--- src/spl_cfg.svh ---
// constants for the sector protection logic: sizes, bit positions, offsets, timing
`ifndef SPL_CFG_SVH
`define SPL_CFG_SVH

`define SPL_NSECT 32
`define SPL_SECT_W 5
`define SPL_BANK_W 4
`define SPL_BANK0 4'h0
`define SPL_LOCK_W 16
`define SPL_LK_SEC 0
`define SPL_LK_PERS 1
`define SPL_LK_PASS 2
`define SPL_LK_ERS 3
`define SPL_LK_FORCE 16'hFFF0
`define SPL_LK_RST 16'hFFFF
`define SPL_VOL_RST {`SPL_NSECT{1'b1}}
`define SPL_ADDR_W 8
`define SPL_DATA_W 16
`define SPL_A_LOCK 8'h00
`define SPL_A_STATUS 8'h04
`define SPL_A_SEL 8'h08
`define SPL_A_SECT 8'h0C
`define SPL_A_CTRL 8'h10
`define SPL_CTRL_GLOCK 0
`define SPL_CTRL_CLRFAIL 1
`define SPL_CLK_NS 50
`define SPL_PROG_NS 2000
`define SPL_ERS_NS 5000
`define SPL_TMO_NS 1000
`define SPL_PROG_CYC ((`SPL_PROG_NS + `SPL_CLK_NS - 1) / `SPL_CLK_NS)
`define SPL_ERS_CYC ((`SPL_ERS_NS + `SPL_CLK_NS - 1) / `SPL_CLK_NS)
`define SPL_TMO_CYC ((`SPL_TMO_NS + `SPL_CLK_NS - 1) / `SPL_CLK_NS)
`define SPL_CNT_W 8
`define SPL_CNT_ZERO 8'h00
`define SPL_CNT_ONE 8'h01

`endif

--- src/spl_pkg.sv ---
// types shared by the sector protection logic
package spl_pkg;

  typedef enum logic [3:0] {
    OP_NONE   = 4'h0,
    ARR_PROG  = 4'h1,
    ARR_ERASE = 4'h2,
    LR_ENTRY  = 4'h3,
    LR_PROG   = 4'h4,
    PB_ENTRY  = 4'h5,
    PB_PROG   = 4'h6,
    PB_ERASE  = 4'h7,
    VOL_SET   = 4'h8,
    VOL_CLR   = 4'h9,
    GLOCK_SET = 4'hA,
    PW_UNLOCK = 4'hB,
    MODE_EXIT = 4'hC
  } spl_op_e;

  typedef enum logic [2:0] {
    ST_IDLE     = 3'b000,
    ST_PB_MODE  = 3'b001,
    ST_PB_BUSY  = 3'b011,
    ST_PB_PREP  = 3'b010,
    ST_PB_ERASE = 3'b110,
    ST_LR_MODE  = 3'b100,
    ST_LR_BUSY  = 3'b101
  } spl_state_e;

  typedef struct packed {
    spl_op_e op;
    logic [4:0] sector;
    logic secure;
    logic [15:0] data;
  } spl_cmd_s;

  typedef struct packed {
    logic rd;
    logic wr;
    logic [4:0] sector;
  } spl_acc_s;

  typedef struct packed {
    logic ok;
    logic status_src;
    logic pers_src;
    logic pers_bit;
  } spl_rd_s;

  typedef struct packed {
    logic [6:0] pad;
    spl_state_e state;
    logic busy;
    logic fail;
    logic glock;
    logic pass_mode;
    logic pers_mode;
    logic lr_abort;
  } spl_status_s;

endpackage

--- src/spl_sector_protection.sv ---
// sector protection logic: per-sector bits, lock register, bank gating
`timescale 1ns/1ps
`include "spl_cfg.svh"

module spl_sector_protection
  import spl_pkg::*;
(
  // clock and reset
  input wire logic mclk,
  input wire logic arst_n,
  // nonvolatile contents loaded at power-up
  input wire logic nv_load,
  input wire logic [`SPL_NSECT-1:0] nv_pers_init,
  input wire logic [`SPL_LOCK_W-1:0] nv_lock_init,
  // command sequences from the host
  input wire spl_cmd_s cmd,
  input wire logic op_suspended,
  input wire logic pw_match,
  output logic cmd_grant,
  output logic cmd_ignored,
  // array read and write cycles
  input wire spl_acc_s acc,
  output logic wr_allow,
  output spl_rd_s rd_resp,
  // register port
  input wire logic [`SPL_ADDR_W-1:0] reg_addr,
  input wire logic [`SPL_DATA_W-1:0] reg_wdata,
  input wire logic reg_wr,
  input wire logic reg_rd,
  output logic [`SPL_DATA_W-1:0] reg_rdata
);

  spl_state_e state_reg;
  spl_state_e state_next;
  logic [`SPL_NSECT-1:0] pers_reg;
  logic [`SPL_NSECT-1:0] vol_reg;
  logic [`SPL_LOCK_W-1:0] lock_reg;
  logic glock_reg;
  logic boot_reg;
  logic fail_reg;
  logic abort_reg;
  logic [`SPL_CNT_W-1:0] cnt_reg;
  logic [`SPL_CNT_W-1:0] cnt_next;
  logic [`SPL_BANK_W-1:0] sel_bank_reg;
  logic [`SPL_SECT_W-1:0] tgt_reg;
  logic tmo_reg;
  logic [`SPL_SECT_W-1:0] reg_sel_reg;
  logic grant_next;
  logic ignored_next;
  logic entry_ok;
  logic pers_mode;
  logic pass_mode;
  logic lr_both;
  logic lr_conflict;
  logic cnt_done;
  logic [`SPL_BANK_W-1:0] acc_bank;
  spl_rd_s rd_next;
  spl_status_s status;

  // bank that holds a sector: two sectors per bank
  function automatic logic [`SPL_BANK_W-1:0] bank_of(input logic [`SPL_SECT_W-1:0] s);
    bank_of = s[`SPL_SECT_W-1:1];
  endfunction

  function automatic logic sect_protected(input logic [`SPL_SECT_W-1:0] s);
    sect_protected = !pers_reg[s] || !vol_reg[s];
  endfunction

  assign pers_mode = !lock_reg[`SPL_LK_PERS] && lock_reg[`SPL_LK_PASS];
  assign pass_mode = lock_reg[`SPL_LK_PERS] && !lock_reg[`SPL_LK_PASS];
  assign entry_ok = !op_suspended;
  assign cnt_done = (cnt_reg == `SPL_CNT_ONE);
  assign acc_bank = bank_of(acc.sector);

  // programming clears bits only; both mode bits at once is refused outright
  assign lr_both = !cmd.data[`SPL_LK_PERS] && !cmd.data[`SPL_LK_PASS];
  // once one mode bit is programmed the other can never be
  assign lr_conflict = (!cmd.data[`SPL_LK_PERS] && !lock_reg[`SPL_LK_PASS])
                    || (!cmd.data[`SPL_LK_PASS] && !lock_reg[`SPL_LK_PERS]);

  always_comb begin
    state_next = state_reg;
    cnt_next = cnt_reg;
    grant_next = 1'b0;
    ignored_next = 1'b0;
    if (cnt_reg != `SPL_CNT_ZERO) begin
      cnt_next = cnt_reg - `SPL_CNT_ONE;
    end
    case (state_reg)
      ST_IDLE: begin
        case (cmd.op)
          ARR_PROG, ARR_ERASE: begin
            // decision taken at acceptance, before any cell changes
            if (cmd.secure ? !lock_reg[`SPL_LK_SEC] : sect_protected(cmd.sector)) begin
              ignored_next = 1'b1;
            end else begin
              grant_next = 1'b1;
            end
          end
          LR_ENTRY: begin
            if (entry_ok) begin
              state_next = ST_LR_MODE;
            end else begin
              ignored_next = 1'b1;
            end
          end
          PB_ENTRY: begin
            if (entry_ok) begin
              state_next = ST_PB_MODE;
            end else begin
              ignored_next = 1'b1;
            end
          end
          OP_NONE, VOL_SET, VOL_CLR, GLOCK_SET, PW_UNLOCK, MODE_EXIT: begin
          end
          default: begin
            ignored_next = 1'b1;
          end
        endcase
      end
      ST_LR_MODE: begin
        if (cmd.op == LR_PROG) begin
          // an aborted program never goes busy, so the host can exit at once
          if (!lr_both && !lr_conflict) begin
            state_next = ST_LR_BUSY;
            cnt_next = `SPL_CNT_W'(`SPL_PROG_CYC);
          end
        end else if (cmd.op == MODE_EXIT) begin
          state_next = ST_IDLE;
        end
      end
      ST_LR_BUSY: begin
        if (cnt_done) begin
          state_next = ST_LR_MODE;
        end
      end
      ST_PB_MODE: begin
        if (cmd.op == PB_PROG) begin
          state_next = ST_PB_BUSY;
          cnt_next = glock_reg ? `SPL_CNT_W'(`SPL_TMO_CYC) : `SPL_CNT_W'(`SPL_PROG_CYC);
        end else if (cmd.op == PB_ERASE) begin
          if (!lock_reg[`SPL_LK_ERS]) begin
            ignored_next = 1'b1;
          end else if (glock_reg) begin
            state_next = ST_PB_BUSY;
            cnt_next = `SPL_CNT_W'(`SPL_TMO_CYC);
          end else begin
            state_next = ST_PB_PREP;
            cnt_next = `SPL_CNT_W'(`SPL_PROG_CYC);
          end
        end else if (cmd.op == MODE_EXIT) begin
          state_next = ST_IDLE;
        end
      end
      ST_PB_BUSY: begin
        if (cnt_done) begin
          state_next = ST_PB_MODE;
        end
      end
      ST_PB_PREP: begin
        if (cnt_done) begin
          state_next = ST_PB_ERASE;
          cnt_next = `SPL_CNT_W'(`SPL_ERS_CYC);
        end
      end
      ST_PB_ERASE: begin
        if (cnt_done) begin
          state_next = ST_PB_MODE;
        end
      end
      default: begin
        state_next = ST_IDLE;
      end
    endcase
  end

  always_ff @(posedge mclk or negedge arst_n) begin
    if (!arst_n) begin
      state_reg <= ST_IDLE;
      cnt_reg <= `SPL_CNT_ZERO;
      cmd_grant <= 1'b0;
      cmd_ignored <= 1'b0;
    end else begin
      state_reg <= state_next;
      cnt_reg <= cnt_next;
      cmd_grant <= grant_next;
      cmd_ignored <= ignored_next;
    end
  end

  // bank chosen at persistent-mode entry, and target of a pending program
  always_ff @(posedge mclk or negedge arst_n) begin
    if (!arst_n) begin
      sel_bank_reg <= `SPL_BANK0;
      tgt_reg <= '0;
      tmo_reg <= 1'b0;
    end else begin
      if (state_reg == ST_IDLE && cmd.op == PB_ENTRY) begin
        sel_bank_reg <= bank_of(cmd.sector);
      end
      if (state_reg == ST_PB_MODE && (cmd.op == PB_PROG || cmd.op == PB_ERASE)) begin
        tgt_reg <= cmd.sector;
        tmo_reg <= glock_reg;
      end
    end
  end

  // nonvolatile storage keeps its contents through hardware reset
  always_ff @(posedge mclk) begin
    if (nv_load) begin
      pers_reg <= nv_pers_init;
    end else if (state_reg == ST_PB_BUSY && cnt_done && !tmo_reg) begin
      pers_reg[tgt_reg] <= 1'b0;
    end else if (state_reg == ST_PB_ERASE && cnt_done) begin
      pers_reg <= `SPL_VOL_RST;
    end
  end

  always_ff @(posedge mclk) begin
    if (nv_load) begin
      lock_reg <= nv_lock_init;
    end else if (state_reg == ST_LR_MODE && cmd.op == LR_PROG && !lr_both && !lr_conflict) begin
      lock_reg <= lock_reg & cmd.data;
    end
  end

  always_ff @(posedge mclk or negedge arst_n) begin
    if (!arst_n) begin
      vol_reg <= `SPL_VOL_RST;
    end else if (state_reg == ST_IDLE && cmd.op == VOL_SET) begin
      vol_reg[cmd.sector] <= 1'b0;
    end else if (state_reg == ST_IDLE && cmd.op == VOL_CLR) begin
      vol_reg[cmd.sector] <= 1'b1;
    end
  end

  // reset forces a constant; the password-mode set happens on the first edge after release
  always_ff @(posedge mclk or negedge arst_n) begin
    if (!arst_n) begin
      glock_reg <= 1'b0;
      boot_reg <= 1'b1;
    end else begin
      boot_reg <= 1'b0;
      if (boot_reg) begin
        glock_reg <= pass_mode;
      end else if (cmd.op == GLOCK_SET
                   || (reg_wr && reg_addr == `SPL_A_CTRL && reg_wdata[`SPL_CTRL_GLOCK])) begin
        glock_reg <= 1'b1;
      end else if (cmd.op == PW_UNLOCK && pass_mode && pw_match) begin
        glock_reg <= 1'b0;
      end
    end
  end

  // fail is sticky: a new failure in the clear cycle wins
  always_ff @(posedge mclk or negedge arst_n) begin
    if (!arst_n) begin
      fail_reg <= 1'b0;
      abort_reg <= 1'b0;
    end else begin
      if (ignored_next || (state_reg == ST_PB_BUSY && cnt_done && tmo_reg)) begin
        fail_reg <= 1'b1;
      end else if (reg_wr && reg_addr == `SPL_A_CTRL && reg_wdata[`SPL_CTRL_CLRFAIL]) begin
        fail_reg <= 1'b0;
      end
      if (state_reg == ST_LR_MODE && cmd.op == LR_PROG && (lr_both || lr_conflict)) begin
        abort_reg <= 1'b1;
      end else if (reg_wr && reg_addr == `SPL_A_CTRL && reg_wdata[`SPL_CTRL_CLRFAIL]) begin
        abort_reg <= 1'b0;
      end
    end
  end

  // bank gating for array cycles
  always_comb begin
    rd_next = '0;
    wr_allow = 1'b0;
    case (state_reg)
      ST_IDLE: begin
        rd_next.ok = acc.rd;
        wr_allow = acc.wr;
      end
      ST_LR_MODE: begin
        rd_next.ok = acc.rd && (acc_bank != `SPL_BANK0);
      end
      ST_LR_BUSY: begin
        // only status polling at bank 0 while the lock word programs
        rd_next.ok = acc.rd && (acc_bank == `SPL_BANK0);
        rd_next.status_src = rd_next.ok;
      end
      ST_PB_MODE: begin
        rd_next.ok = acc.rd;
        rd_next.pers_src = acc.rd && (acc_bank == sel_bank_reg);
        rd_next.pers_bit = pers_reg[acc.sector];
      end
      ST_PB_BUSY: begin
        // no array data anywhere while a persistent bit programs
        rd_next.ok = acc.rd && (acc_bank == sel_bank_reg);
        rd_next.status_src = rd_next.ok;
      end
      ST_PB_PREP, ST_PB_ERASE: begin
        rd_next.ok = acc.rd;
        rd_next.status_src = acc.rd && (acc_bank == sel_bank_reg);
      end
      default: begin
        rd_next = '0;
      end
    endcase
  end

  always_ff @(posedge mclk or negedge arst_n) begin
    if (!arst_n) begin
      rd_resp <= '0;
    end else begin
      rd_resp <= rd_next;
    end
  end

  // register port
  assign status = '{pad: '0, state: state_reg, busy: (cnt_reg != `SPL_CNT_ZERO),
                    fail: fail_reg, glock: glock_reg, pass_mode: pass_mode,
                    pers_mode: pers_mode, lr_abort: abort_reg};

  always_ff @(posedge mclk or negedge arst_n) begin
    if (!arst_n) begin
      reg_sel_reg <= '0;
    end else if (reg_wr && reg_addr == `SPL_A_SEL) begin
      reg_sel_reg <= reg_wdata[`SPL_SECT_W-1:0];
    end
  end

  always_ff @(posedge mclk or negedge arst_n) begin
    if (!arst_n) begin
      reg_rdata <= '0;
    end else if (reg_rd) begin
      case (reg_addr)
        `SPL_A_LOCK: reg_rdata <= lock_reg | `SPL_LK_FORCE;
        `SPL_A_STATUS: reg_rdata <= status;
        `SPL_A_SEL: reg_rdata <= {{(`SPL_DATA_W-`SPL_SECT_W){1'b0}}, reg_sel_reg};
        `SPL_A_SECT: reg_rdata <= {13'h0000, sect_protected(reg_sel_reg),
                                   vol_reg[reg_sel_reg], pers_reg[reg_sel_reg]};
        default: reg_rdata <= '0;
      endcase
    end else begin
      reg_rdata <= '0;
    end
  end

endmodule // spl_sector_protection

--- config.mk ---
export PLATFORM = sky130hd
export DESIGN_NAME = spl_sector_protection
export DESIGN_NICKNAME = d
export VERILOG_FILES = /design/src/spl_pkg.sv /design/src/spl_sector_protection.sv
export VERILOG_INCLUDE_DIRS = /design/src
export SDC_FILE = /design/constraint.sdc
export NUM_CORES = 1
export LEC_CHECK = 0
export ABC_AREA = 1
export BUFFER_PORTS_ARGS = -buffer_cell sky130_fd_sc_hd__buf_2
export CORE_MARGIN = 5
export CORE_UTILIZATION = 51
export DETAILED_ROUTE_END_ITERATION = 12
export PLACE_DENSITY = 0.79
export SLEW_MARGIN = 10
export SYNTH_ARGS = -nofsm -noshare
export SYNTH_HDL_FRONTEND = slang
export SYNTH_SLANG_ARGS = --single-unit
--- constraint.sdc ---
create_clock -name mclk -period 2.2 [get_ports mclk]
set_input_delay 0.11 -clock mclk [delete_from_list [all_inputs] [get_ports mclk]]
set_output_delay 0.11 -clock mclk [all_outputs]
set_load 0.005 [all_outputs]
==> impl_metrics.json <==
{
  "status": "finished clean",
  "root_buffer": "clkbuf_16",
  "yosysSeqAreaShare": 0.416,
  "synth_area_leaders": "nand2_1, dfrtp_1, edfxtp_1",
  "synth_top_area_cell": "nand2_1",
  "crit_path_end_kind": "register",
  "finalSetupViolations": 0,
  "cts_tree": "done",
  "gr-total-overflow": 0,
  "die_area_um2": 17000,
  "rows": 44,
  "powerDensity_nw_per_um2": 683,
  "die_w_um": 130,
  "core-area_um2": 14400,
  "cap_violations": 0,
  "vias_per_cell": 5.58,
  "synth.distinct_cells": 44,
  "place_congestion": 0.930,
  "synth_most_common_cell": "nand2_1",
  "rsz0062_at_grt": "no",
  "dr.pass1.iters": 6,
  "ys_ff_latch": 114,
  "avgSynthCellArea_um2": 6.95,
  "fin_nets": 1282,
  "slew_violations": 0,
  "drtIter0Drc": 896,
  "clk_pin_slew_ns": 0.06,
  "holdCritPathClass": "in2reg",
  "ys_async_sr_fraction": 0.684,
  "io_buffer_count": 99,
  "fin_setup_tns_ns": 0,
  "m1WireLength_um": 9010,
  "synth_nets": 1178,
  "cts_buffers": 17,
  "area_growth_pct": 19.9,
  "yosys.area.top_type_share": 0.184,
  "syn_inst": 1064,
  "synth_edf_count": 36,
  "dp_hpwl_um": 14800,
  "skew_ns": 0.0126,
  "drive_gt1_frac": 0.170,
  "antenna_left": 0,
  "track_usage": 0.260,
  "drcViolationCount": 0,
  "post_cts_resized": 0,
  "fp.dieH_um": 130,
  "antenna_found_initial": 1,
  "syn_area_um2": 7390,
  "placedCellCount": 1319,
  "timing.slew.headroom": 0.604,
  "critical_path.max_fanout": 5,
  "wl_per_cell_um": 15.7,
  "ys_top_cells_by_count": "nand2_1, nor2_1, inv_1",
  "pin_count": 135,
  "grt_max_degree": 45,
  "worstSkewPairLatency_ns": 0.43,
  "wl_um": 21400,
  "dr.max_layer_used": "met5",
  "diodes": 0,
  "vias": 7616,
  "cts_sinks": 114,
  "tightest_slew_ns": 0.590,
  "grt_pass1_vias": 7192,
  "h-tree-depth": 4,
  "startpoint_type": "register",
  "nFillCells": 1255,
  "peakVddDrop_uv": 758,
  "max_freq_ghz": 0.530,
  "hold_viol_final": 0,
  "start_util": 0.514,
  "fin_cells": 1364,
  "synth_ff_type": "dfrtp_1",
  "p_total_mw": 6.05,
  "fin_area_um2": 8860,
  "dpl-instance-area_um2": 8070,
  "dr_wl_met2_um": 10100,
  "grt_pass1_wl_um": 34700,
  "finalCritPeriodShare": 0.857,
  "clk_path_buf_depth": 2,
  "crit_type": "reg2reg",
  "cellLeakagePower_nw": 4.26,
  "synth_warnings": 0,
  "required_ns": 2.48,
  "wl_met3_um": 1720,
  "finalCriticalPeriod_ns": 1.89,
  "crit_arrival_ns": 2.17
}
-- critical path: stages (launching register included) --
cell	delay (ns)
dfrtp_1	0.42
inv_1	0.16
nand3_1	0.28
inv_2	0.19
nor3_1	0.06
inv_1	0.11
nand2_1	0.09
nor3_2	0.29
o21ai_0	0.14
-- cell families (layout without fill, tap and decap cells) --
group	after synthesis	in the layout	synth area share
DFF	114	114	0.416
xor gates and xnor gates	3	3	0.00356
adders and majority gates	2	2	0.00339
buffers and inverters	145	261	0.0831
AOI/OAI and AO/OA	189	189	0.148
and+or+nand+nor	603	603	0.336
muxes	7	7	0.00948
other	1	1	0.000507
-- per-stage QoR --
| step | setup WS [ns] | util | hold slack (ns) |
|---|---|---|---|
| 3_3_place_gp | 0.414 | 0.562 | 0.101 |
| 2_1_floorplan | 0.0737 | - | -0.186 |
| 4_1_cts | 0.320 | 0.617 | 0.00910 |
| 5_1_grt | 0.112 | 0.617 | 0.0289 |
| 3_5_place_dp | 0.351 | 0.562 | 0.101 |
| 6_report | 0.315 | 0.617 | 0.0188 |
-- power by group --
group | leakage, nW | switching [mW] | internal [mW]
clock | 0.306 | 0.999 | 2.09
sequential | 1.20 | 0.0515 | 2.25
combinational | 2.75 | 0.425 | 0.231
-- layout by cell type, fill, tap and decap left out, types with 2 or more instances in the layout --
master / netlist / final
o21ai_0: 81 / 81
nor3_2: 8 / 8
dfrtp_1: 45 / 45
inv_2: 9 / 10
nand3_1: 79 / 79
nor3_1: 13 / 13
xnor2_1: 2 / 2
nor2_1: 123 / 123
nor2_2: 2 / 2
a21boi_0: 3 / 3
dfstp_2: 33 / 33
clkinvlp_4: 0 / 2
nand2_1: 363 / 363
o22ai_1: 9 / 9
and3_1: 3 / 3
o21a_1: 14 / 14
a221oi_1: 2 / 2
clkbuf_16: 0 / 17
mux2i_1: 7 / 7
ha_1: 2 / 2
inv_1: 86 / 86
buf_2: 20 / 98
buf_12: 0 / 5
dlygate4sd3_1: 0 / 14
a21oi_1: 32 / 32
edfxtp_1: 36 / 36
nand4_1: 7 / 7
buf_4: 10 / 14
or2_2: 2 / 2
clkinv_1: 4 / 7
a31oi_1: 39 / 39
bufinv_16: 0 / 6
-- layout make-up --
class                   count  area (µm²)  share of cell area
inverters                  99         372              0.0419
well taps                 184         230              0.0260
multi-input cells         805        3700               0.418
clock inverters            13         215              0.0243
repair buffers            131         836              0.0944
clock buffers              18         429              0.0484
flip-flops and latches    114        3070               0.347
-- repair_timing --
item	in CTS	in global routing
buffers inserted	0	0
hold endpoints to repair	46	0
hold buffers	14	0
-- per-layer routing --
metal  track usage  vias up
li1              -     3704
met1         0.354     3508
met4        0.0956        2
met3        0.0496       54
met2         0.416      348
met5             0        -
-- worst paths after layout --
kind | depth (start not counted) | start | slack [ns] | end
max in group asynchronous | 3 | arst_n | 1.36 | asynchronous set/reset pin
hold / removal | 3 | cmd[20] | 0.02 | tgt_reg[3]
hold reg to reg | 2 | register | 0.46 | register
setup / recovery | 8 | state_reg[1] | 0.31 | cnt_reg[4]
min in group asynchronous | 2 | arst_n | 0.19 | abort_reg
setup reg to reg | 8 | state_reg[1] | 0.31 | cnt_reg[4]
(Power assumes the default switching activity.)
